## src/inc/monitor_dac_pkg.sv

```systemverilog
// Package: register map, field positions and timing constants for the monitor and DAC control
package monitor_dac_pkg;

  // ------------------------------------------------------------------
  // Register map
  // ------------------------------------------------------------------
  localparam logic [7:0] DAC_CODE_FIRST = 8'h10; // Per-channel MSB/LSB pairs
  localparam logic [7:0] DAC_CODE_LAST  = 8'h17;
  localparam logic [7:0] CONTROL_ONE    = 8'h18;
  localparam logic [7:0] CONTROL_TWO    = 8'h19;
  localparam logic [7:0] CONTROL_THREE  = 8'h1A;
  localparam logic [7:0] DAC_SETUP      = 8'h1B;
  localparam logic [7:0] LOAD_SETUP     = 8'h1C;
  localparam logic [7:0] STATUS_ADDR    = 8'h1D;

  // ------------------------------------------------------------------
  // Field positions
  // ------------------------------------------------------------------
  localparam int RUN_BIT         = 0; // control_one
  localparam int SINGLE_CH_BIT   = 4; // control_two
  localparam int AVG_DISABLE_BIT = 5;
  localparam int CH_SEL_LO       = 0;
  localparam int FAST_CLK_BIT    = 0; // control_three
  localparam int LOAD_SRC_BIT    = 3;
  localparam int PWR_DOWN_BIT    = 7;
  localparam int TRACK_INT_BIT   = 5;
  localparam int TRACK_EXT_BIT   = 6;
  localparam int TRIG_A_BIT      = 4; // dac_setup
  localparam int TRIG_B_BIT      = 5;
  localparam int BUF_AB_BIT      = 6;
  localparam int BUF_CD_BIT      = 7;
  localparam int INT_REF_BIT     = 4; // load_setup
  localparam int LOAD_SW_MASK_LO = 0;

  localparam logic [7:0] REG_RESET = 8'h00;
  localparam logic [4:0] AVG_LAST  = 5'h0F; // Sixteen readings per result
  localparam int         DAC_BITS  = 12;
  localparam int         NUM_DACS  = 4;

  // ------------------------------------------------------------------
  // Timing (20 MHz core clock)
  // ------------------------------------------------------------------
  localparam int CLK_HZ        = 20_000_000;
  localparam int CAL_TIME_US   = 5000;
  localparam int CAL_CYCLES    = CLK_HZ / 1_000_000 * CAL_TIME_US;
  localparam int SLOW_ADC_HZ   = 1400;
  localparam int FAST_ADC_HZ   = 22000;
  localparam int SLOW_DIV      = CLK_HZ / SLOW_ADC_HZ;
  localparam int FAST_DIV      = CLK_HZ / FAST_ADC_HZ;

  typedef enum logic [2:0] {
    CH_SUPPLY   = 3'b001,
    CH_INTERNAL = 3'b010,
    CH_EXTERNAL = 3'b100
  } channel_t;

  typedef enum logic [2:0] {
    ST_CAL  = 3'b001,
    ST_IDLE = 3'b010,
    ST_RUN  = 3'b100
  } mon_state_t;

  // Register read or write request from the serial front end
  typedef struct packed {
    logic       wr;
    logic       rd;
    logic [7:0] addr;
    logic [7:0] data;
  } reg_req_t;

  // Analog-side controls
  typedef struct packed {
    logic [3:0] gain_two;
    logic       buf_ab;
    logic       buf_cd;
    logic       int_ref;
    logic       power_down;
    logic       fast_clock;
    logic       filters_on;
  } analog_ctl_t;

endpackage
```

## src/hw/monitor_and_dac_update_control.sv

```systemverilog
// Monitor sequencing, DAC double buffering and serial mode lock for the sensor/DAC device
//
// Notes on behaviour
// - After calibration, idle: powered, no measurement, all DAC outputs at zero.
// - Writing run bit one in control_one starts round-robin monitoring.
// - Round robin order supply, internal, external, then straight back to supply.
// - Monitoring loops until the run bit is cleared.
// - Single-channel bit in control_two switches to single-channel, monitoring continues.
// - Averaging on from reset; each result averages sixteen readings.
// - Averaging-disable bit makes each result one reading.
// - Fast-clock bit selects fast ADC clock and turns external filters off.
// - DAC codes written through MSB/LSB registers at 0x10 to 0x17.
// - Load pin updates outputs by default; load-source bit hands control to registers.
// - Setup registers select gain, reference buffers and internal or external reference.
// - Written codes wait in a buffer until a load command.
// - Code register reads return the code driving the output.
// - Loads come from pin falling edge, setup trigger bits, or load_setup.
// - Once SPI is selected it locks; I2C never locks.
// - Interface starts in I2C; leaves SPI only on power cycle.
// - Straight binary codes, full scale 255, 1023 or 4095.
// - Power-down turns DACs off with high-impedance outputs.
// - When configured DAC A shows internal, DAC B external temperature for one cycle after each result on that channel.
// - Low four dac_setup bits select gain two per DAC.
// - load_setup internal-reference bit picks on-chip reference; default external.
`timescale 1ns/1ps
module monitor_and_dac_update_control (
  input  wire logic                                  core_clk,
  input  wire logic                                  reset_n,
  input  wire monitor_dac_pkg::reg_req_t             reg_req,
  output logic [7:0]                                 reg_rdata,
  input  wire logic                                  spi_select_req,
  input  wire logic                                  load_outputs_strobe_n,
  input  wire logic                                  conv_done,
  input  wire logic [monitor_dac_pkg::DAC_BITS-1:0]  temp_internal,
  input  wire logic [monitor_dac_pkg::DAC_BITS-1:0]  temp_external,
  output logic                                       spi_locked,
  output logic                                       cal_done,
  output logic                                       measuring,
  output monitor_dac_pkg::channel_t                  channel,
  output logic                                       result_valid,
  output logic                                       adc_tick,
  output monitor_dac_pkg::analog_ctl_t               analog_ctl,
  output logic                                       dac_out_en,
  output logic [4*monitor_dac_pkg::DAC_BITS-1:0]     dac_code_out
);

  // ------------------------------------------------------------------
  // Registers
  // ------------------------------------------------------------------
  logic [7:0] control_one;
  logic [7:0] control_two;
  logic [7:0] control_three;
  logic [7:0] dac_setup;
  logic [7:0] load_setup;
  logic [7:0] pend_code [8];   // Buffered MSB/LSB bytes
  logic [7:0] live_code [8];   // Bytes driving the outputs
  logic       strobe_q;
  logic       pin_load;
  logic       sw_load;
  logic       do_load;
  logic [31:0] cal_cnt;
  logic [15:0] div_cnt;
  logic [4:0]  avg_cnt;
  monitor_dac_pkg::mon_state_t state;
  monitor_dac_pkg::channel_t   result_ch; // Channel whose result just finished

  // Address falls inside the code byte window
  function automatic logic is_code(input logic [7:0] a);
    return a >= monitor_dac_pkg::DAC_CODE_FIRST && a <= monitor_dac_pkg::DAC_CODE_LAST;
  endfunction

  function automatic logic [2:0] code_idx(input logic [7:0] a);
    return 3'(a - monitor_dac_pkg::DAC_CODE_FIRST);
  endfunction

  // ------------------------------------------------------------------
  // Control registers
  // ------------------------------------------------------------------
  always_ff @(posedge core_clk) begin
    if (!reset_n) begin
      control_one   <= monitor_dac_pkg::REG_RESET;
      control_two   <= monitor_dac_pkg::REG_RESET; // Averaging on, round robin
      control_three <= monitor_dac_pkg::REG_RESET; // Slow clock, pin load
      dac_setup     <= monitor_dac_pkg::REG_RESET;
      load_setup    <= monitor_dac_pkg::REG_RESET; // External reference
    end else if (reg_req.wr && cal_done) begin
      unique case (reg_req.addr)
        monitor_dac_pkg::CONTROL_ONE:   control_one   <= reg_req.data;
        monitor_dac_pkg::CONTROL_TWO:   control_two   <= reg_req.data;
        monitor_dac_pkg::CONTROL_THREE: control_three <= reg_req.data;
        monitor_dac_pkg::DAC_SETUP:     dac_setup     <= reg_req.data;
        monitor_dac_pkg::LOAD_SETUP:    load_setup    <= reg_req.data;
        default: ;
      endcase
    end
  end

  // ------------------------------------------------------------------
  // Code buffers and load commands
  // ------------------------------------------------------------------
  // Pin falling edge only counts while the pin owns updating; a held low never reloads
  assign pin_load = strobe_q && !load_outputs_strobe_n
                    && !control_three[monitor_dac_pkg::LOAD_SRC_BIT];
  // Software load while the load-source bit is set: writing setup with a trigger bit, or any write to load_setup
  assign sw_load  = control_three[monitor_dac_pkg::LOAD_SRC_BIT] && reg_req.wr && cal_done
                    && ((reg_req.addr == monitor_dac_pkg::DAC_SETUP
                         && (reg_req.data[monitor_dac_pkg::TRIG_A_BIT]
                             || reg_req.data[monitor_dac_pkg::TRIG_B_BIT]))
                        || reg_req.addr == monitor_dac_pkg::LOAD_SETUP);
  assign do_load  = pin_load || sw_load;

  always_ff @(posedge core_clk) begin
    if (!reset_n) strobe_q <= 1'b1;
    else          strobe_q <= load_outputs_strobe_n;
  end

  generate
    for (genvar i = 0; i < 8; i++) begin : g_code
      // A write in the load cycle lands in the buffer; the load moves the older value
      always_ff @(posedge core_clk) begin
        if (!reset_n) begin
          pend_code[i] <= monitor_dac_pkg::REG_RESET;
          live_code[i] <= monitor_dac_pkg::REG_RESET; // Zero code at power-up
        end else begin
          if (reg_req.wr && cal_done && is_code(reg_req.addr) && code_idx(reg_req.addr) == i)
            pend_code[i] <= reg_req.data;
          if (do_load)
            live_code[i] <= pend_code[i];
        end
      end
    end
  endgenerate

  // ------------------------------------------------------------------
  // Calibration and monitoring sequencer
  // ------------------------------------------------------------------
  always_ff @(posedge core_clk) begin
    if (!reset_n) begin
      cal_cnt <= '0;
      state   <= monitor_dac_pkg::ST_CAL;
    end else begin
      unique case (state)
        monitor_dac_pkg::ST_CAL: begin
          cal_cnt <= cal_cnt + 32'd1;
          if (cal_cnt == 32'(monitor_dac_pkg::CAL_CYCLES - 1))
            state <= monitor_dac_pkg::ST_IDLE;
        end
        monitor_dac_pkg::ST_IDLE:
          if (control_one[monitor_dac_pkg::RUN_BIT]) state <= monitor_dac_pkg::ST_RUN;
        monitor_dac_pkg::ST_RUN:
          if (!control_one[monitor_dac_pkg::RUN_BIT]) state <= monitor_dac_pkg::ST_IDLE;
        default: state <= monitor_dac_pkg::ST_IDLE;
      endcase
    end
  end

  // ADC clock divider, slow by default
  always_ff @(posedge core_clk) begin
    if (!reset_n || state != monitor_dac_pkg::ST_RUN) begin
      div_cnt  <= '0;
      adc_tick <= 1'b0;
    end else if (div_cnt == (control_three[monitor_dac_pkg::FAST_CLK_BIT]
                             ? 16'(monitor_dac_pkg::FAST_DIV - 1)
                             : 16'(monitor_dac_pkg::SLOW_DIV - 1))) begin
      div_cnt  <= '0;
      adc_tick <= 1'b1;
    end else begin
      div_cnt  <= div_cnt + 16'd1;
      adc_tick <= 1'b0;
    end
  end

  // Channel advance after each finished result
  always_ff @(posedge core_clk) begin
    if (!reset_n || state != monitor_dac_pkg::ST_RUN) begin
      channel      <= monitor_dac_pkg::CH_SUPPLY; // Round robin restarts at supply
      result_ch    <= monitor_dac_pkg::CH_SUPPLY;
      avg_cnt      <= '0;
      result_valid <= 1'b0;
    end else begin
      result_valid <= 1'b0;
      if (control_two[monitor_dac_pkg::SINGLE_CH_BIT]) begin
        unique case (control_two[monitor_dac_pkg::CH_SEL_LO +: 2])
          2'h1:    channel <= monitor_dac_pkg::CH_INTERNAL;
          2'h2:    channel <= monitor_dac_pkg::CH_EXTERNAL;
          default: channel <= monitor_dac_pkg::CH_SUPPLY;
        endcase
      end
      if (conv_done) begin
        if (control_two[monitor_dac_pkg::AVG_DISABLE_BIT]
            || avg_cnt == monitor_dac_pkg::AVG_LAST) begin
          avg_cnt      <= '0;
          result_valid <= 1'b1;
          result_ch    <= channel; // Channel moves on at this edge
          if (!control_two[monitor_dac_pkg::SINGLE_CH_BIT]) begin
            unique case (channel)
              monitor_dac_pkg::CH_SUPPLY:   channel <= monitor_dac_pkg::CH_INTERNAL;
              monitor_dac_pkg::CH_INTERNAL: channel <= monitor_dac_pkg::CH_EXTERNAL;
              default:                      channel <= monitor_dac_pkg::CH_SUPPLY;
            endcase
          end
        end else begin
          avg_cnt <= avg_cnt + 5'd1;
        end
      end
    end
  end

  // ------------------------------------------------------------------
  // Serial mode lock: only a power cycle (reset) returns to I2C
  // ------------------------------------------------------------------
  always_ff @(posedge core_clk) begin
    if (!reset_n)            spi_locked <= 1'b0;
    else if (spi_select_req) spi_locked <= 1'b1;
  end

  // ------------------------------------------------------------------
  // Read data and outputs
  // ------------------------------------------------------------------
  // Code reads see the live bytes, never the buffer
  always_ff @(posedge core_clk) begin
    if (!reset_n) begin
      reg_rdata <= monitor_dac_pkg::REG_RESET;
    end else if (reg_req.rd) begin
      if (is_code(reg_req.addr))
        reg_rdata <= live_code[code_idx(reg_req.addr)];
      else unique case (reg_req.addr)
        monitor_dac_pkg::CONTROL_ONE:   reg_rdata <= control_one;
        monitor_dac_pkg::CONTROL_TWO:   reg_rdata <= control_two;
        monitor_dac_pkg::CONTROL_THREE: reg_rdata <= control_three;
        monitor_dac_pkg::DAC_SETUP:     reg_rdata <= dac_setup;
        monitor_dac_pkg::LOAD_SETUP:    reg_rdata <= load_setup;
        monitor_dac_pkg::STATUS_ADDR:
          reg_rdata <= {4'h0, spi_locked, (state == monitor_dac_pkg::ST_RUN), cal_done, 1'b0};
        default:                        reg_rdata <= monitor_dac_pkg::REG_RESET;
      endcase
    end
  end

  assign cal_done = state != monitor_dac_pkg::ST_CAL;
  assign measuring = state == monitor_dac_pkg::ST_RUN;

  // Straight binary 12-bit codes: MSB byte high, LSB high nibble low; narrower parts ignore LSBs
  always_ff @(posedge core_clk) begin
    if (!reset_n) begin
      dac_code_out <= '0;
    end else begin
      for (int d = 0; d < monitor_dac_pkg::NUM_DACS; d++)
        dac_code_out[d*12 +: 12] <= {live_code[2*d], live_code[2*d+1][7:4]};
      if (control_three[monitor_dac_pkg::TRACK_INT_BIT] && result_valid
          && result_ch == monitor_dac_pkg::CH_INTERNAL)
        dac_code_out[0 +: 12] <= temp_internal;
      if (control_three[monitor_dac_pkg::TRACK_EXT_BIT] && result_valid
          && result_ch == monitor_dac_pkg::CH_EXTERNAL)
        dac_code_out[12 +: 12] <= temp_external;
    end
  end

  // Analog controls are registered so they never glitch into the reference switches
  always_ff @(posedge core_clk) begin
    if (!reset_n) begin
      analog_ctl <= '{filters_on: 1'b1, default: '0}; // Slow clock keeps filters on
      dac_out_en <= 1'b1;
    end else begin
      analog_ctl.gain_two   <= dac_setup[3:0];
      analog_ctl.buf_ab     <= dac_setup[monitor_dac_pkg::BUF_AB_BIT];
      analog_ctl.buf_cd     <= dac_setup[monitor_dac_pkg::BUF_CD_BIT];
      analog_ctl.int_ref    <= load_setup[monitor_dac_pkg::INT_REF_BIT];
      analog_ctl.power_down <= control_three[monitor_dac_pkg::PWR_DOWN_BIT];
      analog_ctl.fast_clock <= control_three[monitor_dac_pkg::FAST_CLK_BIT];
      analog_ctl.filters_on <= !control_three[monitor_dac_pkg::FAST_CLK_BIT];
      dac_out_en            <= !control_three[monitor_dac_pkg::PWR_DOWN_BIT];
    end
  end

endmodule // monitor_and_dac_update_control

```

## config.mk

```make
export PLATFORM = sky130hd
export DESIGN_NAME = monitor_and_dac_update_control
export DESIGN_NICKNAME = d
export VERILOG_FILES = /design/src/inc/monitor_dac_pkg.sv /design/src/hw/monitor_and_dac_update_control.sv
export SDC_FILE = /design/constraint.sdc
export NUM_CORES = 1
export LEC_CHECK = 0
export BUFFER_PORTS_ARGS = -buffer_cell sky130_fd_sc_hd__buf_2
export CAP_MARGIN = 20
export CORE_ASPECT_RATIO = 1.75
export CORE_MARGIN = 2
export CORE_UTILIZATION = 53
export CTS_BUF_LIST = sky130_fd_sc_hd__clkbuf_16
export DETAILED_ROUTE_END_ITERATION = 6
export PLACE_DENSITY_LB_ADDON = 0.1
export SETUP_SLACK_MARGIN = 0.1
export SLEW_MARGIN = 20
export SYNTH_ARGS = -nofsm -noshare
export SYNTH_HDL_FRONTEND = slang
export SYNTH_SLANG_ARGS = --single-unit
```

## constraint.sdc

```tcl
create_clock -name core_clk -period 3.32 [get_ports core_clk]
set_input_delay 0.166 -clock core_clk [delete_from_list [all_inputs] [get_ports core_clk]]
set_output_delay 0.166 -clock core_clk [all_outputs]
set_load 0.02 [all_outputs]
```

---- Word level (Yosys, flattened, before mapping) ----
Memory sizes are Yosys's and may differ from the RTL's. A register that Yosys moved wholly into a read port is not among the register bits.
Index checks and enable logic that the tools add are counted.
cells by class
  $lt $le $gt $ge ......................... 2
  eq/ne operators ......................... 30
  reductions and logical operators ........ 45
  $add $sub $neg .......................... 4
  bitwise logic cells ..................... 17
  muxes and demuxes ....................... 62
operator list
  cell                   count
  $mux 8                 17
  $eq 8x5->1 const B     6
  $pmux 8 s6             1
  $add 32x1->32 const B  1
  $eq 32x17->1 const B   1
  $mux 1                 30
  $mux 12                2
  $logic_and 1x1->1      21
  $mux 3                 7
  $eq 3x3->1 const B     6
  $add 16x1->16 const B  1
  $eq 16x14->1           1
  $or 1x1->1             16
  $eq 3x2->1 const B     5
  $mux 14                1
  $pmux 3 s2             2
  $reduce_and 2->1       6
  $eq 3x1->1 const B     3
  $logic_not 1->1        9
  $pmux 3 s3             1
  $ge 8x5->1 const B     1
  $le 8x5->1 const B     1
  $ne 2x2->1 const B     3
  $add 5x1->5 const B    1
  12 further kinds       17
word-level totals
  logic and storage cells ................. 187
  output and inout bits ................... 75
  bits of input ports ..................... 47
  memories ................................ 2
  RAM bits ................................ 128
  flip-flop bits (word level) ............. 173
memory list
  name       depth  bits a word  read ports  clocked after memory_dff  write ports  line                                  text
  live_code  8      8            9           4                         8            monitor_and_dac_update_control.sv:56  logic [7:0] live_code [8];
  pend_code  8      8            8           0                         8            monitor_and_dac_update_control.sv:55  logic [7:0] pend_code [8];

---- Longest topological paths before layout ----
  depth after elaboration ................. 9
  gate-level depth with buffers ........... 8
  depth with buffers taken out ............ 7

---- Least setup slack after synthesis ----
OpenSTA, ideal clock, no wires.
  path kind ............................... reg-to-reg
  start ................................... register state[0]
  end ..................................... memory live_code[0][0] (enable)
  required time ........................... 2894 ps
  path buffers ............................ 3
  setup slack ............................. -91 ps
  arrival ................................. 2985 ps
  clock period less this slack ............ 3411 ps
  setup time .............................. 426 ps
  cell stages (with the launch flop) ...... 9
  cell sequence ........................... dfxtp_1 -> nor3b_4 -> inv_2 -> and4_1 -> buf_2 -> a32o_1 -> buf_2 -> clkbuf_1 -> or2_1
RTL lines
  what                    line                                   text
  start, declared         monitor_and_dac_update_control.sv:64   monitor_dac_pkg::mon_state_t state;
  start signal, assigned  monitor_and_dac_update_control.sv:140  state <= monitor_dac_pkg::ST_CAL;
  start signal, assigned  monitor_and_dac_update_control.sv:146  state <= monitor_dac_pkg::ST_IDLE;
  start signal, assigned  monitor_and_dac_update_control.sv:149  if (control_one[monitor_dac_pkg::RUN_BIT]) state <= monitor_dac_pkg::ST_RUN;
  end, declared           monitor_and_dac_update_control.sv:56

==> summary.md <==
| Metric | Value |
|---|---|
| Root buffer cell | clkbuf_16 |
| Setup CP Type | reg2reg |
| H-tree depth | 1 |
| Worst Path Required | 3490 ps |
| Adder-Cell Fraction of Synth Area | less than 1% |
| Seq/Total Area, Yosys | 58.8% |
| Ys async rst share | 0% |
| Clock Latency Late Sink | about 550 ps |
| Post-synthesis cell area | around 0.012 sq mm |
| CP top delay family | buffers and inverters |
| Die area | around 0.025 sq mm |
| Count of antenna-violating nets left after detailed routing | 0 |
| Clock Skews | 10.2 ps |
| Gr ovfl total | 0 |
| Leak pwr | 5.98 nW |
| Critical Path Start Type | flip-flop |
| Vias in the first global route | 8,557 |
| Largest net degree at the start of global routing | 77 |
| CTS tree | done |
| FF+latch count, synth | 301 |
| I/O pin cnt | 122 |
| Worst-path clk slew | 60 ps |
| Antenna violations before repair | 0 |
| Synthesized Nets | 1,141 |
| Max Cap Viol | 0 |
| Post-Syn Instances | 1,087 |
| Avg Inst Size Synth | 11.4 sq um |
| Status | complete, no violations |
| NumNets Final | 1,285 |
| Hold crit path type | in2reg |
| Slew margin rel. | roughly 45% |
| Final worst slack | around 720 ps |
| Synth area leader | edfxtp_1 |
| Top cells by count, synth | 173 x dfxtp_1, 128 x edfxtp_1, 95 x and2_1 |
| Xor and xnor area share after synthesis | 1.69% |
| GP Congestion | 0.863 |
| WP data arrival | about 2800 ps |
| Final hold vios | 0 |
| Worst-path fanout max | 64 |
| Area contributors post-synth | edfxtp_1 31%, dfxtp_1 28%, mux2i_1 5.9% |
| Endpoints failing setup | 0 |
| Slowest CP cell | buf_4 |
| Compound-Gate Fraction of Synth Area | 6.94% |
| Routed WL | around 31 mm |
| CTS Buffer Depth | 3 |
| Synth-to-layout area growth | 16.8% |
| CP max stage delay | 630 ps |
| Simple-Gate Fraction of Synth Area | 20.0% |
| Total CTS buffers | 28 |
| Core area | 0.0232 sq mm |
| Layout Utilization | 62.5% |
| Final antenna diode count | 0 |
| Worst slew pin tran | 826 ps |
| Worst path most repeated cell | buf_4 |
| Die H | 207 microns |
| Gr usage total | 25.1% |
| Row count | 74 |
| Mux share of post-synthesis cell area | 8.87% |
| Ys Warns | 0 |
| Ys flop type | dfxtp_1 |
| DP HPWL | 21.6 mm |
| Share of layout cells above drive strength 1 | between 10% and 20% |
| Pwr/cell area | 516 mW/mm^2 |
| Number of enable flip-flop cells after synthesis | 128 |
| Setup crit end kind | flip-flop |
| CP bufs+invs | 3 |
| Post-synthesis cell type count | 61 |
| Post-CTS Setup Bufs | 0 |
| Crit path cell chain | nor3b_4 -> buf_4 -> inv_2 -> and4_1 -> a32o_1 -> or2_2 -> buf_4 |
| Global-route wire length before repair | 47.4 mm |
| CTS Sinks | 301 |
| Fin. max-slew vios | 0 |
| Initial core utilization | 53.5% |
| Fmax | between 0.3 and 0.4 GHz |
| WHS | 40.0 ps |
| Crit share post-route | 78.3% |
| Pre-antenna DRT Iters | 5 |
| Port Buffer Count | 121 |
| Peak VDD IR | between 0.0006 and 0.0007 V |
| Setup TNS | 0 ps |
| Via count | 8,836 |
| Die width | 120 microns |
| Dominant cell by count in the synthesized netlist | dfxtp_1 |
| Detailed Route Iter0 Violations | 596 |
| Largest family of logic cells by synthesized area | simple AND/OR/NAND/NOR gates |
| Synth top area share | 30.9% |
| RSZ-0062 raised after global routing | no |
| DR WL/cell | around 20 microns |
| Minimum clock period | approximately 2600 ps |
| Routed vias/inst | 5.68 |
| DP Worst Slack | 760 ps |
| DRC | 0 |
flip-flops by register name, indices dropped and copies added (netlist names), 10 cells and up:
name	cells
dac_code_out	48
cal_cnt	32
pend_code	64
live_code	64
analog_ctl	10
div_cnt	16
cell usage in the layout (no fill, tap or decap), types with 7 or more instances in the layout:
master / count
buf_4: 28
clkbuf_16: 29
ha_1: 7
edfxtp_1: 128
a21oi_1: 28
nor3_1: 12
xor2_1: 17
dfxtp_1: 173
mux4_2: 15
o41ai_1: 13
nand2_1: 71
o311ai_0: 12
nand3_1: 24
buf_2: 120
or3_1: 11
and4_1: 9
xnor2_1: 7
o21ai_0: 43
dlygate4sd3_1: 32
mux2i_1: 73
nand4_1: 18
nand2b_1: 17
and2_1: 95
inv_1: 34
nor2_1: 66
and3_1: 72
power breakdown:
group | switching, W | total (W) | internal [W]
Clock | 0.00135 | 0.00300 | 0.00165
Combinational | 0.000289 | 0.000458 | 0.000169
Sequential | 0.0000538 | 0.00403 | 0.00398
Total | 0.00169 | 0.00749 | 0.00580
worst paths after layout:
kind | start | endpoint | slack, ps | depth (start not counted)
hold reg to reg | control_two[3]$_SDFFE_PN0P_ | control_two[3]$_SDFFE_PN0P_ | 460 | 2
setup / recovery | state[1]$_SDFFE_PN0P_ | live_code[0][7]$_SDFFCE_PN0P_ | 720 | 7
hold / removal | reg_req[3] | load_setup[3]$_SDFFE_PN0P_ | 40 | 3
setup reg to reg | state[1]$_SDFFE_PN0P_ | live_code[0][7]$_SDFFCE_PN0P_ | 720 | 7
metrics by stage:
step                      cell area [sq um]  total power, W  instances
final                                 14500         0.00749       1557
after CTS                             14500         0.00754       1557
after global routing                  14500         0.00773       1557
after detailed placement              13300         0.00454       1473
after global placement                13300         0.00454       1473
after floorplan                       12400         0.00435       1087
tightest hold or removal path, cell delays in order:
cell,delay (ps)
buf_2,190
nand3_1,100
a21oi_1,60
timing repair:
item,in CTS,in global routing
hold buffers,32,0
resized for setup,0,0
endpoints found under the hold margin,33,0
cells by family after synthesis:
| logic type | after synthesis |
|---|---|
| AO/OA/AOI/OAI | 133 |
| AND/OR/NAND/NOR | 439 |
| XOR/XNOR | 24 |
| adder cells (fa/ha/maj) | 7 |
| multiplexers | 91 |
| buffers and inverters | 92 |
| flip-flops | 301 |
per-layer routing:
metal | vias to the layer above | GRT usage (%) | part of all wire (%)
li1 | 4233 | - | -
met1 | 4323 | 28.1 | 37
met2 | 219 | 47.3 | 54
met3 | 61 | 2.88 | 4.0
met4 | 0 | 11.4 | 4.5
met5 | - | 0 | 0
final cells by class:
class / instances / area (sq um)
Fill cell: 1916 / 8720
Tap cell: 304 / 380
Multi-Input combinational cell: 694 / 4750
Timing Repair Buffer: 180 / 1130
Sequential cell: 301 / 7310
Inverter: 26 / 97.6
Clock buffer: 29 / 726
Clock inverter: 23 / 128
No activity file was read; power rests on OpenSTA's default activity.
